**src/hdl/agd_pkg.sv**
```systemverilog
/*
 * shared constants and types for the agc debounce, adc flag and dac power
 * register bank: register offsets, field positions, reset values, timing
 * and the packed carriers used at the module ports.
 * assumes a single 100 mhz clock domain and an 8-bit register access port.
 */
package agd_pkg;

   // =========================================================
   // register offsets and reset values
   localparam logic [7:0] AGD_OFS_DEBOUNCE = 8'h23;
   localparam logic [7:0] AGD_OFS_FLAGS    = 8'h24;
   localparam logic [7:0] AGD_OFS_DAC_PWR  = 8'h25;
   localparam logic [7:0] AGD_RST_DEBOUNCE = 8'h00;
   localparam logic [7:0] AGD_RST_FLAGS    = 8'h00;
   localparam logic [7:0] AGD_RST_DAC_PWR  = 8'h00;
   localparam logic [7:0] AGD_RD_UNMAPPED  = 8'h00;

   // =========================================================
   // field positions
   localparam int AGD_NOISE_DEB_LSB = 3;
   localparam int AGD_NOISE_DEB_W   = 5;
   localparam int AGD_SIG_DEB_LSB   = 0;
   localparam int AGD_SIG_DEB_W     = 3;
   localparam int AGD_FLG_L_PGA     = 7;
   localparam int AGD_FLG_L_PWR     = 6;
   localparam int AGD_FLG_L_NOISE   = 5;
   localparam int AGD_FLG_L_SAT     = 4;
   localparam int AGD_FLG_R_PGA     = 3;
   localparam int AGD_FLG_R_PWR     = 2;
   localparam int AGD_FLG_R_NOISE   = 1;
   localparam int AGD_FLG_R_SAT     = 0;
   localparam int AGD_DAC_L_PWR     = 7;
   localparam int AGD_DAC_R_PWR     = 6;
   localparam int AGD_HPCOM_LSB     = 4;

   // left headphone common output modes
   localparam logic [1:0] AGD_HPCOM_DIFF   = 2'h0;
   localparam logic [1:0] AGD_HPCOM_CONST  = 2'h1;
   localparam logic [1:0] AGD_HPCOM_SINGLE = 2'h2;
   localparam logic [1:0] AGD_HPCOM_RSVD   = 2'h3;

   // =========================================================
   // timing: debounce counts in units of 0.5 ms
   localparam int AGD_CLK_PERIOD_NS   = 10;
   localparam int AGD_DEB_UNIT_NS     = 500000;
   localparam int AGD_DEB_UNIT_CYCLES = AGD_DEB_UNIT_NS / AGD_CLK_PERIOD_NS;
   localparam int AGD_PRE_W           = 20;
   localparam int AGD_UNITS_W         = 12;
   localparam logic [AGD_UNITS_W-1:0] AGD_LONG_STEP_UNITS = 12'h080;
   localparam logic [4:0] AGD_LONG_BASE_CODE = 5'h07;

   // =========================================================
   // types
   typedef enum logic [1:0] {
      AGD_DEB_SIGNAL = 2'b01,
      AGD_DEB_NOISE  = 2'b10
   } agd_deb_state_t;

   typedef struct packed {
      logic       wr_en;
      logic       rd_en;
      logic [7:0] addr;
      logic [7:0] wdata;
   } agd_reg_req_t;

   typedef struct packed {
      logic [7:0] gain_applied;
      logic [7:0] gain_prog;
      logic       adc_powered;
      logic [7:0] agc_gain;
      logic [7:0] agc_max_gain;
      logic       below_noise;
   } agd_chan_status_t;

   typedef struct packed {
      logic       left_dac_power;
      logic       right_dac_power;
      logic [1:0] hpcom_mode;
   } agd_dac_ctrl_t;

   typedef struct packed {
      logic [7:0]    debounce;
      logic [7:0]    flags;
      agd_dac_ctrl_t dac;
      logic [7:0]    rd_data;
   } agd_bank_state_t;

   typedef struct packed {
      agd_deb_state_t         state;
      logic [AGD_PRE_W-1:0]   pre;
      logic [AGD_UNITS_W-1:0] units;
   } agd_deb_reg_t;

endpackage : agd_pkg

```
**src/hdl/agd_regbank.sv**
```systemverilog
/*
 * right agc debounce register, adc flag register and dac power / left
 * headphone common output register, with the right noise debounce filter.
 * assumes a synchronous register port in the clk_in domain, status inputs
 * synchronous to clk_in, and a 100 mhz clock.
 */
`timescale 1ns/1ps
`default_nettype none
module agd_regbank
   import agd_pkg::*;
#(
   parameter int UNIT_CYCLES = AGD_DEB_UNIT_CYCLES
)
(
   input  wire logic              clk_in,
   input  wire logic              rst_n_in,
   input  wire agd_reg_req_t      reg_req_in,
   input  wire agd_chan_status_t  left_status_in,
   input  wire agd_chan_status_t  right_status_in,
   input  wire logic              double_rate_audio_in,
   output logic [7:0]             rd_data_out,
   output agd_dac_ctrl_t          dac_ctrl_out
);

   // =========================================================
   // debounce unit lengths
   // double-rate audio runs the filter twice as fast, so one unit of the
   // encoded time is half as long; the listed times no longer apply
   localparam logic [AGD_PRE_W-1:0] UNIT_FULL = AGD_PRE_W'(UNIT_CYCLES);
   localparam logic [AGD_PRE_W-1:0] UNIT_HALF =
      AGD_PRE_W'((UNIT_CYCLES + 1) / 2);

   agd_bank_state_t        st_ff;
   agd_bank_state_t        nxt_st;
   logic [AGD_PRE_W-1:0]   unit_cycles;
   logic [4:0]             noise_code;
   logic [2:0]             sig_code;
   logic [AGD_UNITS_W-1:0] noise_units;
   logic [AGD_UNITS_W-1:0] sig_units;
   logic                   right_noise_deb;
   logic                   left_pga_eq;
   logic                   right_pga_eq;
   logic                   left_sat;
   logic                   right_sat;
   logic [1:0]             wr_mode;

   // =========================================================
   // code to units of 0.5 ms
   function automatic logic [AGD_UNITS_W-1:0] short_units(
      input logic [2:0] code
   );
      logic [AGD_UNITS_W-1:0] u;
      u = '0;
      if (code != 3'h0) begin
         u = AGD_UNITS_W'(1) << (code - 3'h1);
      end
      return u;
   endfunction : short_units

   function automatic logic [AGD_UNITS_W-1:0] noise_to_units(
      input logic [4:0] code
   );
      logic [AGD_UNITS_W-1:0] mult;
      logic [AGD_UNITS_W-1:0] u;
      mult = AGD_UNITS_W'(code - AGD_LONG_BASE_CODE);
      if (code > AGD_LONG_BASE_CODE) begin
         u = AGD_UNITS_W'(mult * AGD_LONG_STEP_UNITS);
      end else begin
         u = short_units(code[2:0]);
      end
      return u;
   endfunction : noise_to_units

   // decode the debounce fields into unit counts
   always_comb begin
      noise_code  = st_ff.debounce[AGD_NOISE_DEB_LSB +: AGD_NOISE_DEB_W];
      sig_code    = st_ff.debounce[AGD_SIG_DEB_LSB +: AGD_SIG_DEB_W];
      noise_units = noise_to_units(noise_code);
      sig_units   = short_units(sig_code);
      unit_cycles = double_rate_audio_in ? UNIT_HALF : UNIT_FULL;
   end

   // =========================================================
   // right channel noise detection filter
   agd_debounce u_right_deb (
      .clk_in          (clk_in),
      .rst_n_in        (rst_n_in),
      .raw_in          (right_status_in.below_noise),
      .unit_cycles_in  (unit_cycles),
      .noise_units_in  (noise_units),
      .signal_units_in (sig_units),
      .filtered_out    (right_noise_deb)
   );

   // =========================================================
   // live status comparisons
   always_comb begin
      left_pga_eq  = (left_status_in.gain_applied ==
                      left_status_in.gain_prog);
      right_pga_eq = (right_status_in.gain_applied ==
                      right_status_in.gain_prog);
      left_sat     = (left_status_in.agc_gain ==
                      left_status_in.agc_max_gain);
      right_sat    = (right_status_in.agc_gain ==
                      right_status_in.agc_max_gain);
      wr_mode      = reg_req_in.wdata[AGD_HPCOM_LSB +: 2];
   end

   // =========================================================
   // next state: flags, writes and read data
   always_comb begin
      nxt_st = st_ff;

      // flags are resampled every cycle, never latched
      nxt_st.flags[AGD_FLG_L_PGA]   = left_pga_eq;
      nxt_st.flags[AGD_FLG_R_PGA]   = right_pga_eq;
      nxt_st.flags[AGD_FLG_L_PWR]   = left_status_in.adc_powered;
      nxt_st.flags[AGD_FLG_R_PWR]   = right_status_in.adc_powered;
      nxt_st.flags[AGD_FLG_L_NOISE] = left_status_in.below_noise;
      nxt_st.flags[AGD_FLG_R_NOISE] = right_noise_deb;
      nxt_st.flags[AGD_FLG_L_SAT]   = left_sat;
      nxt_st.flags[AGD_FLG_R_SAT]   = right_sat;

      // register writes; the flag offset has no write path at all
      if (reg_req_in.wr_en) begin
         if (reg_req_in.addr == AGD_OFS_DEBOUNCE) begin
            nxt_st.debounce = reg_req_in.wdata;
         end else if (reg_req_in.addr == AGD_OFS_DAC_PWR) begin
            nxt_st.dac.left_dac_power  =
               reg_req_in.wdata[AGD_DAC_L_PWR];
            nxt_st.dac.right_dac_power =
               reg_req_in.wdata[AGD_DAC_R_PWR];
            // the reserved mode is dropped so the driver never sees it
            if (wr_mode != AGD_HPCOM_RSVD) begin
               nxt_st.dac.hpcom_mode = wr_mode;
            end
         end else if (reg_req_in.addr == AGD_OFS_FLAGS) begin
            nxt_st.flags = nxt_st.flags;
         end
      end

      // read data holds until the next read
      if (reg_req_in.rd_en) begin
         if (reg_req_in.addr == AGD_OFS_DEBOUNCE) begin
            nxt_st.rd_data = st_ff.debounce;
         end else if (reg_req_in.addr == AGD_OFS_FLAGS) begin
            nxt_st.rd_data = st_ff.flags;
         end else if (reg_req_in.addr == AGD_OFS_DAC_PWR) begin
            // low four bits are not stored and read as zero
            nxt_st.rd_data = {st_ff.dac.left_dac_power,
                              st_ff.dac.right_dac_power,
                              st_ff.dac.hpcom_mode,
                              4'h0};
         end else begin
            nxt_st.rd_data = AGD_RD_UNMAPPED;
         end
      end
   end

   // state register
   always_ff @(posedge clk_in) begin
      if (!rst_n_in) begin
         st_ff.debounce <= AGD_RST_DEBOUNCE;
         st_ff.flags    <= AGD_RST_FLAGS;
         st_ff.dac      <= agd_dac_ctrl_t'(AGD_RST_DAC_PWR[7:4]);
         st_ff.rd_data  <= AGD_RD_UNMAPPED;
      end else begin
         st_ff <= nxt_st;
      end
   end

   // outputs come straight from the state register
   assign rd_data_out  = st_ff.rd_data;
   assign dac_ctrl_out = st_ff.dac;
endmodule : agd_regbank
`default_nettype wire

```
**src/hdl/agd_debounce.sv**
```systemverilog
/*
 * debounce filter for one agc signal-detection level.
 * assumes raw_in is synchronous to clk_in and that the unit length and
 * both targets are held stable by the register bank.
 */
`timescale 1ns/1ps
`default_nettype none
module agd_debounce
   import agd_pkg::*;
(
   input  wire logic                   clk_in,
   input  wire logic                   rst_n_in,
   input  wire logic                   raw_in,
   input  wire logic [AGD_PRE_W-1:0]   unit_cycles_in,
   input  wire logic [AGD_UNITS_W-1:0] noise_units_in,
   input  wire logic [AGD_UNITS_W-1:0] signal_units_in,
   output logic                        filtered_out
);

   // =========================================================
   // state
   agd_deb_reg_t           st_ff;
   agd_deb_reg_t           nxt_st;
   logic [AGD_UNITS_W-1:0] target;
   logic                   pending;

   // a change must hold for the whole target before the level flips
   always_comb begin
      nxt_st  = st_ff;
      target  = (st_ff.state == AGD_DEB_SIGNAL) ? noise_units_in
                                                : signal_units_in;
      pending = raw_in ^ (st_ff.state == AGD_DEB_NOISE);
      if (!pending) begin
         // a bounce restarts the wait from zero
         nxt_st.pre   = '0;
         nxt_st.units = '0;
      end else if (st_ff.units >= target) begin
         case (st_ff.state)
            AGD_DEB_SIGNAL: nxt_st.state = AGD_DEB_NOISE;
            AGD_DEB_NOISE:  nxt_st.state = AGD_DEB_SIGNAL;
            default:        nxt_st.state = AGD_DEB_SIGNAL;
         endcase
         nxt_st.pre   = '0;
         nxt_st.units = '0;
      end else if (st_ff.pre >= unit_cycles_in - AGD_PRE_W'(1)) begin
         nxt_st.pre   = '0;
         nxt_st.units = st_ff.units + AGD_UNITS_W'(1);
      end else begin
         nxt_st.pre = st_ff.pre + AGD_PRE_W'(1);
      end
   end

   // state register
   always_ff @(posedge clk_in) begin
      if (!rst_n_in) begin
         st_ff <= '{state: AGD_DEB_SIGNAL, pre: '0, units: '0};
      end else begin
         st_ff <= nxt_st;
      end
   end

   assign filtered_out = (st_ff.state == AGD_DEB_NOISE);
endmodule : agd_debounce
`default_nettype wire

```
**config.mk**
```make
export PLATFORM = sky130hd
export DESIGN_NAME = agd_regbank
export DESIGN_NICKNAME = d
export VERILOG_FILES = /design/src/hdl/agd_pkg.sv /design/src/hdl/agd_regbank.sv /design/src/hdl/agd_debounce.sv
export SDC_FILE = /design/constraint.sdc
export NUM_CORES = 1
export LEC_CHECK = 0
export BUFFER_PORTS_ARGS = -buffer_cell sky130_fd_sc_hd__buf_2
export CAP_MARGIN = 20
export CORE_MARGIN = 1.5
export CORE_UTILIZATION = 45
export CTS_CLUSTER_SIZE = 10
export DETAILED_ROUTE_END_ITERATION = 10
export PLACE_DENSITY_LB_ADDON = 0.25
export SYNTH_ARGS = -nofsm -noshare
export SYNTH_HDL_FRONTEND = slang
export SYNTH_HIERARCHICAL = 1
export SYNTH_SLANG_ARGS = --single-unit
export TNS_END_PERCENT = 1
```
**constraint.sdc**
```tcl
create_clock -name clk_in -period 3.2 [get_ports clk_in]
set_input_delay 0.32 -clock clk_in [delete_from_list [all_inputs] [get_ports clk_in]]
set_output_delay 0.32 -clock clk_in [all_outputs]
set_load 0.005 [all_outputs]
```
==> results of run 1 <==
[layout make-up]
type	count	area [sq um]
multi-input combinational	493	3450
clock inverter	3	42.5
clock buffer	13	159
fill	918	4130
sequential	62	1240
inverter	13	51.3
timing repair buffer	121	662
tap	133	166
[synthesized netlist by cell type, types with 3 or more instances]
library cell,count,area [sq um]
nor3_1,16,80.1
ha_1,41,513
mux2_2,4,45.0
nand3b_1,3,22.5
and3b_1,5,43.8
nor3b_1,4,30.0
a21oi_1,17,85.1
nor4_1,7,43.8
mux2i_1,21,210
a31oi_1,4,25.0
or2_2,3,18.8
o31ai_1,8,60.1
and2_1,16,100
a21o_1,3,22.5
xor2_1,29,254
nor2b_1,5,31.3
buf_4,14,105
a221oi_1,4,35.0
nand2b_1,4,25.0
or3_1,7,43.8
nand4_1,19,119
dfxtp_1,62,1240
inv_1,13,48.8
a211oi_1,5,37.5
and3_1,7,43.8
o21ai_0,18,90.1
clkbuf_1,9,33.8
nand3_1,22,110
nand2_1,50,188
xnor2_1,48,420
nor2_1,56,210
[state kept, by name, indices dropped and copies added, names as in the netlist]
signal / flops
st_ff: 8
u_right_deb/st_ff: 34
sig_code: 3
noise_code: 5
rd_data_out: 8
dac_ctrl_out: 4
[layer usage]
layer	GRT usage	up-vias	wire length, um
met2	0.373	134	5520
met4	0.0753	0	202
met5	0	-	0
met1	0.255	1953	5080
met3	0.0443	18	547
li1	-	2212	-
[worst paths after layout]
path | from | to | slack [ps]
max | noise_code[0] | u_right_deb/st_ff[33] | 40
max reg2reg | noise_code[0] | u_right_deb/st_ff[33] | 40
min | left_status_in[17] | st_ff[18] | 190
min reg2reg | u_right_deb/st_ff[12] | u_right_deb/st_ff[12] | 480
[through the flow]
stage	TNS (ps)	total power, W	utilization	instances
after detailed placement	-219	0.00124	0.547	816
after CTS	0	0.00194	0.573	837
after global routing	-433	0.00206	0.583	838
final	0	0.00196	0.583	838
after floorplan	0	0.00111	-	594
after global placement	-0.422	0.00122	0.547	816
[cell families (layout without fill, tap and decap cells)]
| group | after synthesis | after routing |
|---|---|---|
| other | 2 | 39 |
| multiplexers | 25 | 25 |
| AO/OA/AOI/OAI | 71 | 71 |
| flip-flops | 62 | 62 |
| XOR/XNOR | 77 | 77 |
| AND/OR/NAND/NOR | 240 | 240 |
| buffers and inverters | 39 | 150 |
| adder cells (fa/ha/maj) | 41 | 41 |
[where the power goes]
group / internal (W) / switching (W) / total (W)
registers: 0.000790 / 0.0000186 / 0.000809
clock network: 0.000402 / 0.000310 / 0.000712
logic: 0.000213 / 0.000227 / 0.000440
[worst max-delay path, delay by kind of cell, from the launching register on]
family	cells	cell delay, ps
AO/OA/AOI/OAI	5	980
adder cells (fa/ha/maj)	2	440
buffers and inverters	1	140
flip-flops	1	340
multiplexers	2	570
AND/OR/NAND/NOR	3	580
[timing repair]
action	CTS	global route
gates resized for setup	3	22
endpoints found under the hold margin	0	0
pin swaps	2	11
buffers inserted	5	1
endpoints found under the setup margin	21	30
==> flow_metrics.env, run 1 <==
export IMPL_p_leak_nw=2.43
export IMPL_die_y_um=105
export IMPL_wl_per_cell_um=13.5
export IMPL_synth_cell_type_count=61
export IMPL_start_util=0.470
export IMPL_synth_main_ff_cell="dfxtp_1"
export IMPL_cts_root_buf="clkbuf_8"
export IMPL_synth_edf_count=0
export IMPL_drv_cap=0
export IMPL_postRouteAntennaNets=0
export IMPL_vias_per_cell=5.15
export IMPL_p_per_area_mw_per_mm2=339
export IMPL_cp_common_cell="a211oi_2"
export IMPL_synth_area_sq_mm=0.00466
export IMPL_yosys_area_share_simple=0.277
export IMPL_crit_slowest_cell="dfxtp_2"
export IMPL_insertion_delay_ps=340
export IMPL_slew_limit_headroom=0.532
export IMPL_synthCells=557
export IMPL_placed_area_sq_mm=0.00543
export IMPL_setup_viol=0
export IMPL_grt_pass1_vias=4251
export IMPL_grt_max_degree=33
export IMPL_rsz0062_at_grt="true"
export IMPL_status="completed"
export IMPL_drt_initial_drc_count=113
export IMPL_antenna_found_initial=0
export IMPL_maxSlewViolCount=0
export IMPL_routed_wl_um=11300
export IMPL_clock_path_buffers=2
export IMPL_reg2reg_depth=13
export IMPL_synth_compound_area_frac=0.102
export IMPL_drive_gt1_frac=0.244
export IMPL_hold_viol_final=0
export IMPL_synth_xor_xnor_area_share=0.145
export IMPL_synth_seq_cells=62
export IMPL_synth_top_family_by_area="simple AND/OR/NAND/NOR gates"
export IMPL_crit_path_start_kind="flop"
export IMPL_min_path_type="in -> reg"
export IMPL_cts_reportedPaths_clkPinSlew_ps=70
export IMPL_cp_slowest_stage_delay_ps=340
export IMPL_dp_slack_ps=-82.4
export IMPL_hpwl_um=9030
export IMPL_vias=4317
export IMPL_period_needed_ps=3160
export IMPL_ios=101
export IMPL_hold_path_depth=2
export IMPL_worstSetupPathType="reg -> reg"
export IMPL_irDropWorstVdd_v=0.000179
export IMPL_ys_seq_area_frac=0.266
export IMPL_postCtsHoldBufs=0
export IMPL_nNetsFinal=830
export IMPL_worstPathMaxFanout=4
export IMPL_whs_ps=189
export IMPL_fmax_ghz=0.316
export IMPL_first_pass_iters=4
export IMPL_design_area_sq_mm=0.00578
export IMPL_gr_usage_all_layers=0.213
export IMPL_rows=36
export IMPL_synth_fa_ha_area_frac=0.110
export IMPL_drcViolationCount=0
export IMPL_fin_skew_ps=12.5
export IMPL_cts_htree_levels=3
export IMPL_insertedDiodeCount=0
export IMPL_gp_congestion=0.862
export IMPL_ys_async_sr_fraction=0
export IMPL_core_area_sq_mm=0.00991
export IMPL_yosys_mux_area_fraction=0.0548
export IMPL_fp_dieW_um=105
export IMPL_dieArea_sq_mm=0.0110
export IMPL_worst_slack_ps=38.2
export IMPL_yosysWarningCount=6
export IMPL_grt_pass1_wl_um=19000
export IMPL_area_delta_synth_final_pct=23.9
export IMPL_final_cell_mix="buf_2 (100), dfxtp_1 (60), nor2_1 (55)"
export IMPL_post_route_period_util=0.988
export IMPL_critPathRequiredTime_ps=3430
export IMPL_io_buffers=100
export IMPL_avgSynthCellArea_sq_um=8.37
export IMPL_grt_overflow=0
export IMPL_cp_end_kind="flop"
export IMPL_cts_sinks=62
export IMPL_cp_cell_sequence="buf_4 -> ha_2 -> and4b_2 -> a211oi_2 -> and2_1 -> mux2_2 -> ha_1 -> nand2b_4 -> a21o_1 -> a211oi_2 -> o311a_4 -> mux2_4 -> o31a_1"
export IMPL_cp_arrival_ps=3400
export IMPL_final_common_cell="buf_2"
export IMPL_worstMarginPinSlew_ps=692
export IMPL_cts_buffers_inserted=9
export IMPL_cts_tree="done"
Power figures use the tool's default switching activity.
==> inputs of run 2 (changes only) <==
- CELL_PAD_IN_SITES_DETAIL_PLACEMENT: unset -> 0
- CELL_PAD_IN_SITES_GLOBAL_PLACEMENT: unset -> 2
- CORE_UTILIZATION: 45 -> 29
- CTS_CLUSTER_SIZE: 10 -> 8
==> run 2 against run 1 <==
Net effect:
- wire length up 9.0%
- cell area up 4.5%
- first-iteration DRC count grew 14%
- setup slack gained 70 ps
- sequential share of layout area fell by 0.94 points
- via count down 1.3%
- clock skew down 4.1 ps
- worst hold slack got worse by 2.2 ps
- clock power up 38%
- power increased by 15%
- highest routed layer unchanged
- utilization down 20 points
==> flow_metrics.env, run 2 (synthesis results as in run 1) <==
export IMPL_p_sw_w=0.000640
export IMPL_gp_congestion=0.814
export IMPL_postRouteAntennaNets=0
export IMPL_vias=4260
export IMPL_crit_path_start_kind="flop"
export IMPL_io_buffers=100
export IMPL_crit_slowest_cell="dfxtp_2"
export IMPL_cp_slowest_stage_delay_ps=330
export IMPL_final_common_cell="buf_2"
export IMPL_maxSlewViolCount=0
export IMPL_first_pass_iters=4
export IMPL_worstSetupPathType="reg -> reg"
export IMPL_worstPathMaxFanout=5
export IMPL_hpwl_um=9780
export IMPL_status="completed"
export IMPL_period_needed_ps=3090
export IMPL_setup_viol=0
export IMPL_irDropWorstVdd_v=0.000264
export IMPL_numPlacedInstances=897
export IMPL_slew_limit_headroom=0.489
export IMPL_fin_skew_ps=8.40
export IMPL_cp_end_kind="flop"
export IMPL_cts_sinks=62
export IMPL_cp_common_cell="a21o_1"
export IMPL_dp_slack_ps=-117
export IMPL_insertedDiodeCount=0
export IMPL_cts_tree="done"
export IMPL_whs_ps=187
export IMPL_dieArea_sq_mm=0.0168
export IMPL_cts_buffers_inserted=9
export IMPL_max_flop_register="u_right_deb/st_ff"
export IMPL_switching_share=0.284
export IMPL_final_cell_mix="buf_2 (100), dfxtp_1 (60), nor2_1 (52)"
export IMPL_wl_per_cell_um=13.4
export IMPL_grt_pass1_wl_um=19900
export IMPL_area_delta_synth_final_pct=29.6
export IMPL_ios=101
export IMPL_cp_cell_sequence="buf_6 -> buf_4 -> and4b_2 -> or2_4 -> and2_1 -> mux2i_1 -> ha_1 -> a21o_1 -> a21o_1 -> a21oi_2 -> o311a_1 -> mux2_4 -> o31a_1"
export IMPL_cts_root_buf="clkbuf_16"
export IMPL_drt_initial_drc_count=129
export IMPL_p_per_area_mw_per_mm2=373
export IMPL_min_path_type="in -> reg"
export IMPL_rows=46
export IMPL_cts_reportedPaths_clkPinSlew_ps=60
export IMPL_drv_cap=0
export IMPL_vias_per_cell=4.61
export IMPL_worst_slack_ps=109
export IMPL_antenna_found_initial=0
export IMPL_fillers=1667
export IMPL_grt_overflow=0
export IMPL_drcViolationCount=0
export IMPL_cp_arrival_ps=3320
export IMPL_largest_reg_flops=34
export IMPL_grt_max_degree=33
export IMPL_nNetsFinal=833
export IMPL_core_area_sq_mm=0.0158
export IMPL_p_seq_frac=0.360
export IMPL_insertion_delay_ps=340
export IMPL_die_y_um=130
export IMPL_combPwrFrac=0.203
export IMPL_post_route_period_util=0.966
export IMPL_worstMarginPinSlew_ps=755
export IMPL_gr_usage_all_layers=0.151
export IMPL_clock_path_buffers=2
export IMPL_cts_htree_levels=3
export IMPL_instances_no_fill=924
export IMPL_start_util=0.296
export IMPL_fp_dieW_um=130
export IMPL_drive_gt1_frac=0.256
export IMPL_hold_viol_final=0
export IMPL_critPathRequiredTime_ps=3420
export IMPL_p_int_w=0.00161
export IMPL_routed_wl_um=12400
export IMPL_p_leak_nw=2.47
export IMPL_p_clk_frac=0.437
export IMPL_fmax_ghz=0.323
export IMPL_grt_pass1_vias=4276
## run 2: cell types whose count changed in the layout (fill, tap and decap cells not counted), moves of 3 or more
cell       delta
clkbuf_8     -11
nor2_2        +3
clkbuf_16     +9
nand2_4       +3
nor2_1        -3
## run 2: power groups by stage
stage	clock (W)	combinational [W]	sequential (W)
2_1_floorplan	0	0.000285	0.000820
3_3_place_gp	0	0.000409	0.000825
3_5_place_dp	0	0.000414	0.000827
4_1_cts	0.00101	0.000426	0.000810
5_1_grt	0.00104	0.000509	0.000813
6_report	0.000984	0.000458	0.000810
## run 2: path summary, 6_finish.rpt
kind,start,endpoint,slack [ps],cells past startpoint
setup / recovery,noise_code[0],u_right_deb/st_ff[33],110,13
hold / removal,left_status_in[17],st_ff[18],190,2
setup reg to reg,noise_code[0],u_right_deb/st_ff[33],110,13
hold reg to reg,rd_data_out[7],rd_data_out[7],470,2
## run 2: final cells by class
type	count	area, sq um	share of cell area
Timing Repair Buffer	121	669	0.111
Sequential cell	62	1240	0.206
Clock buffer	9	225	0.0373
Clock inverter	7	75.1	0.0124
Multi-Input combinational cell	496	3500	0.580
Inverter	13	53.8	0.00891
Tap cell	216	270	0.0447
## run 2: stage by stage
step	TNS, ps	total power, W	utilization	cell area (sq um)
after floorplan	0	0.00111	-	4800
after global placement	-7.86	0.00123	0.350	5510
after detailed placement	-1070	0.00124	0.350	5510
after CTS	0	0.00225	0.371	5840
after global routing	-102	0.00236	0.383	6040
final	0	0.00225	0.383	6040
## run 2: what timing repair did
| action | in CTS | in global routing |
|---|---|---|
| setup endpoints to repair | 21 | 34 |
| cloned | 0 | 3 |
| gates resized for setup | 4 | 33 |
| buffers inserted | 2 | 6 |
| hold buffers | 0 | 0 |
| pin swaps | 2 | 13 |
## run 2: routing by layer
metal | part of all wire | GRT usage
met1 | 0.47 | 0.187
met4 | 0.0098 | 0.0392
met5 | 0 | 0
met3 | 0.054 | 0.0455
met2 | 0.46 | 0.256
## run 2: worst max-delay path, delay by kind of cell (launching register included)
| family | cells | cell delay, ps |
|---|---|---|
| adders and majority gates | 1 | 260 |
| buffers and inverters | 2 | 270 |
| and+or+nand+nor | 3 | 700 |
| DFF | 1 | 330 |
| muxes | 2 | 440 |
| AOI/OAI and AO/OA | 5 | 970 |
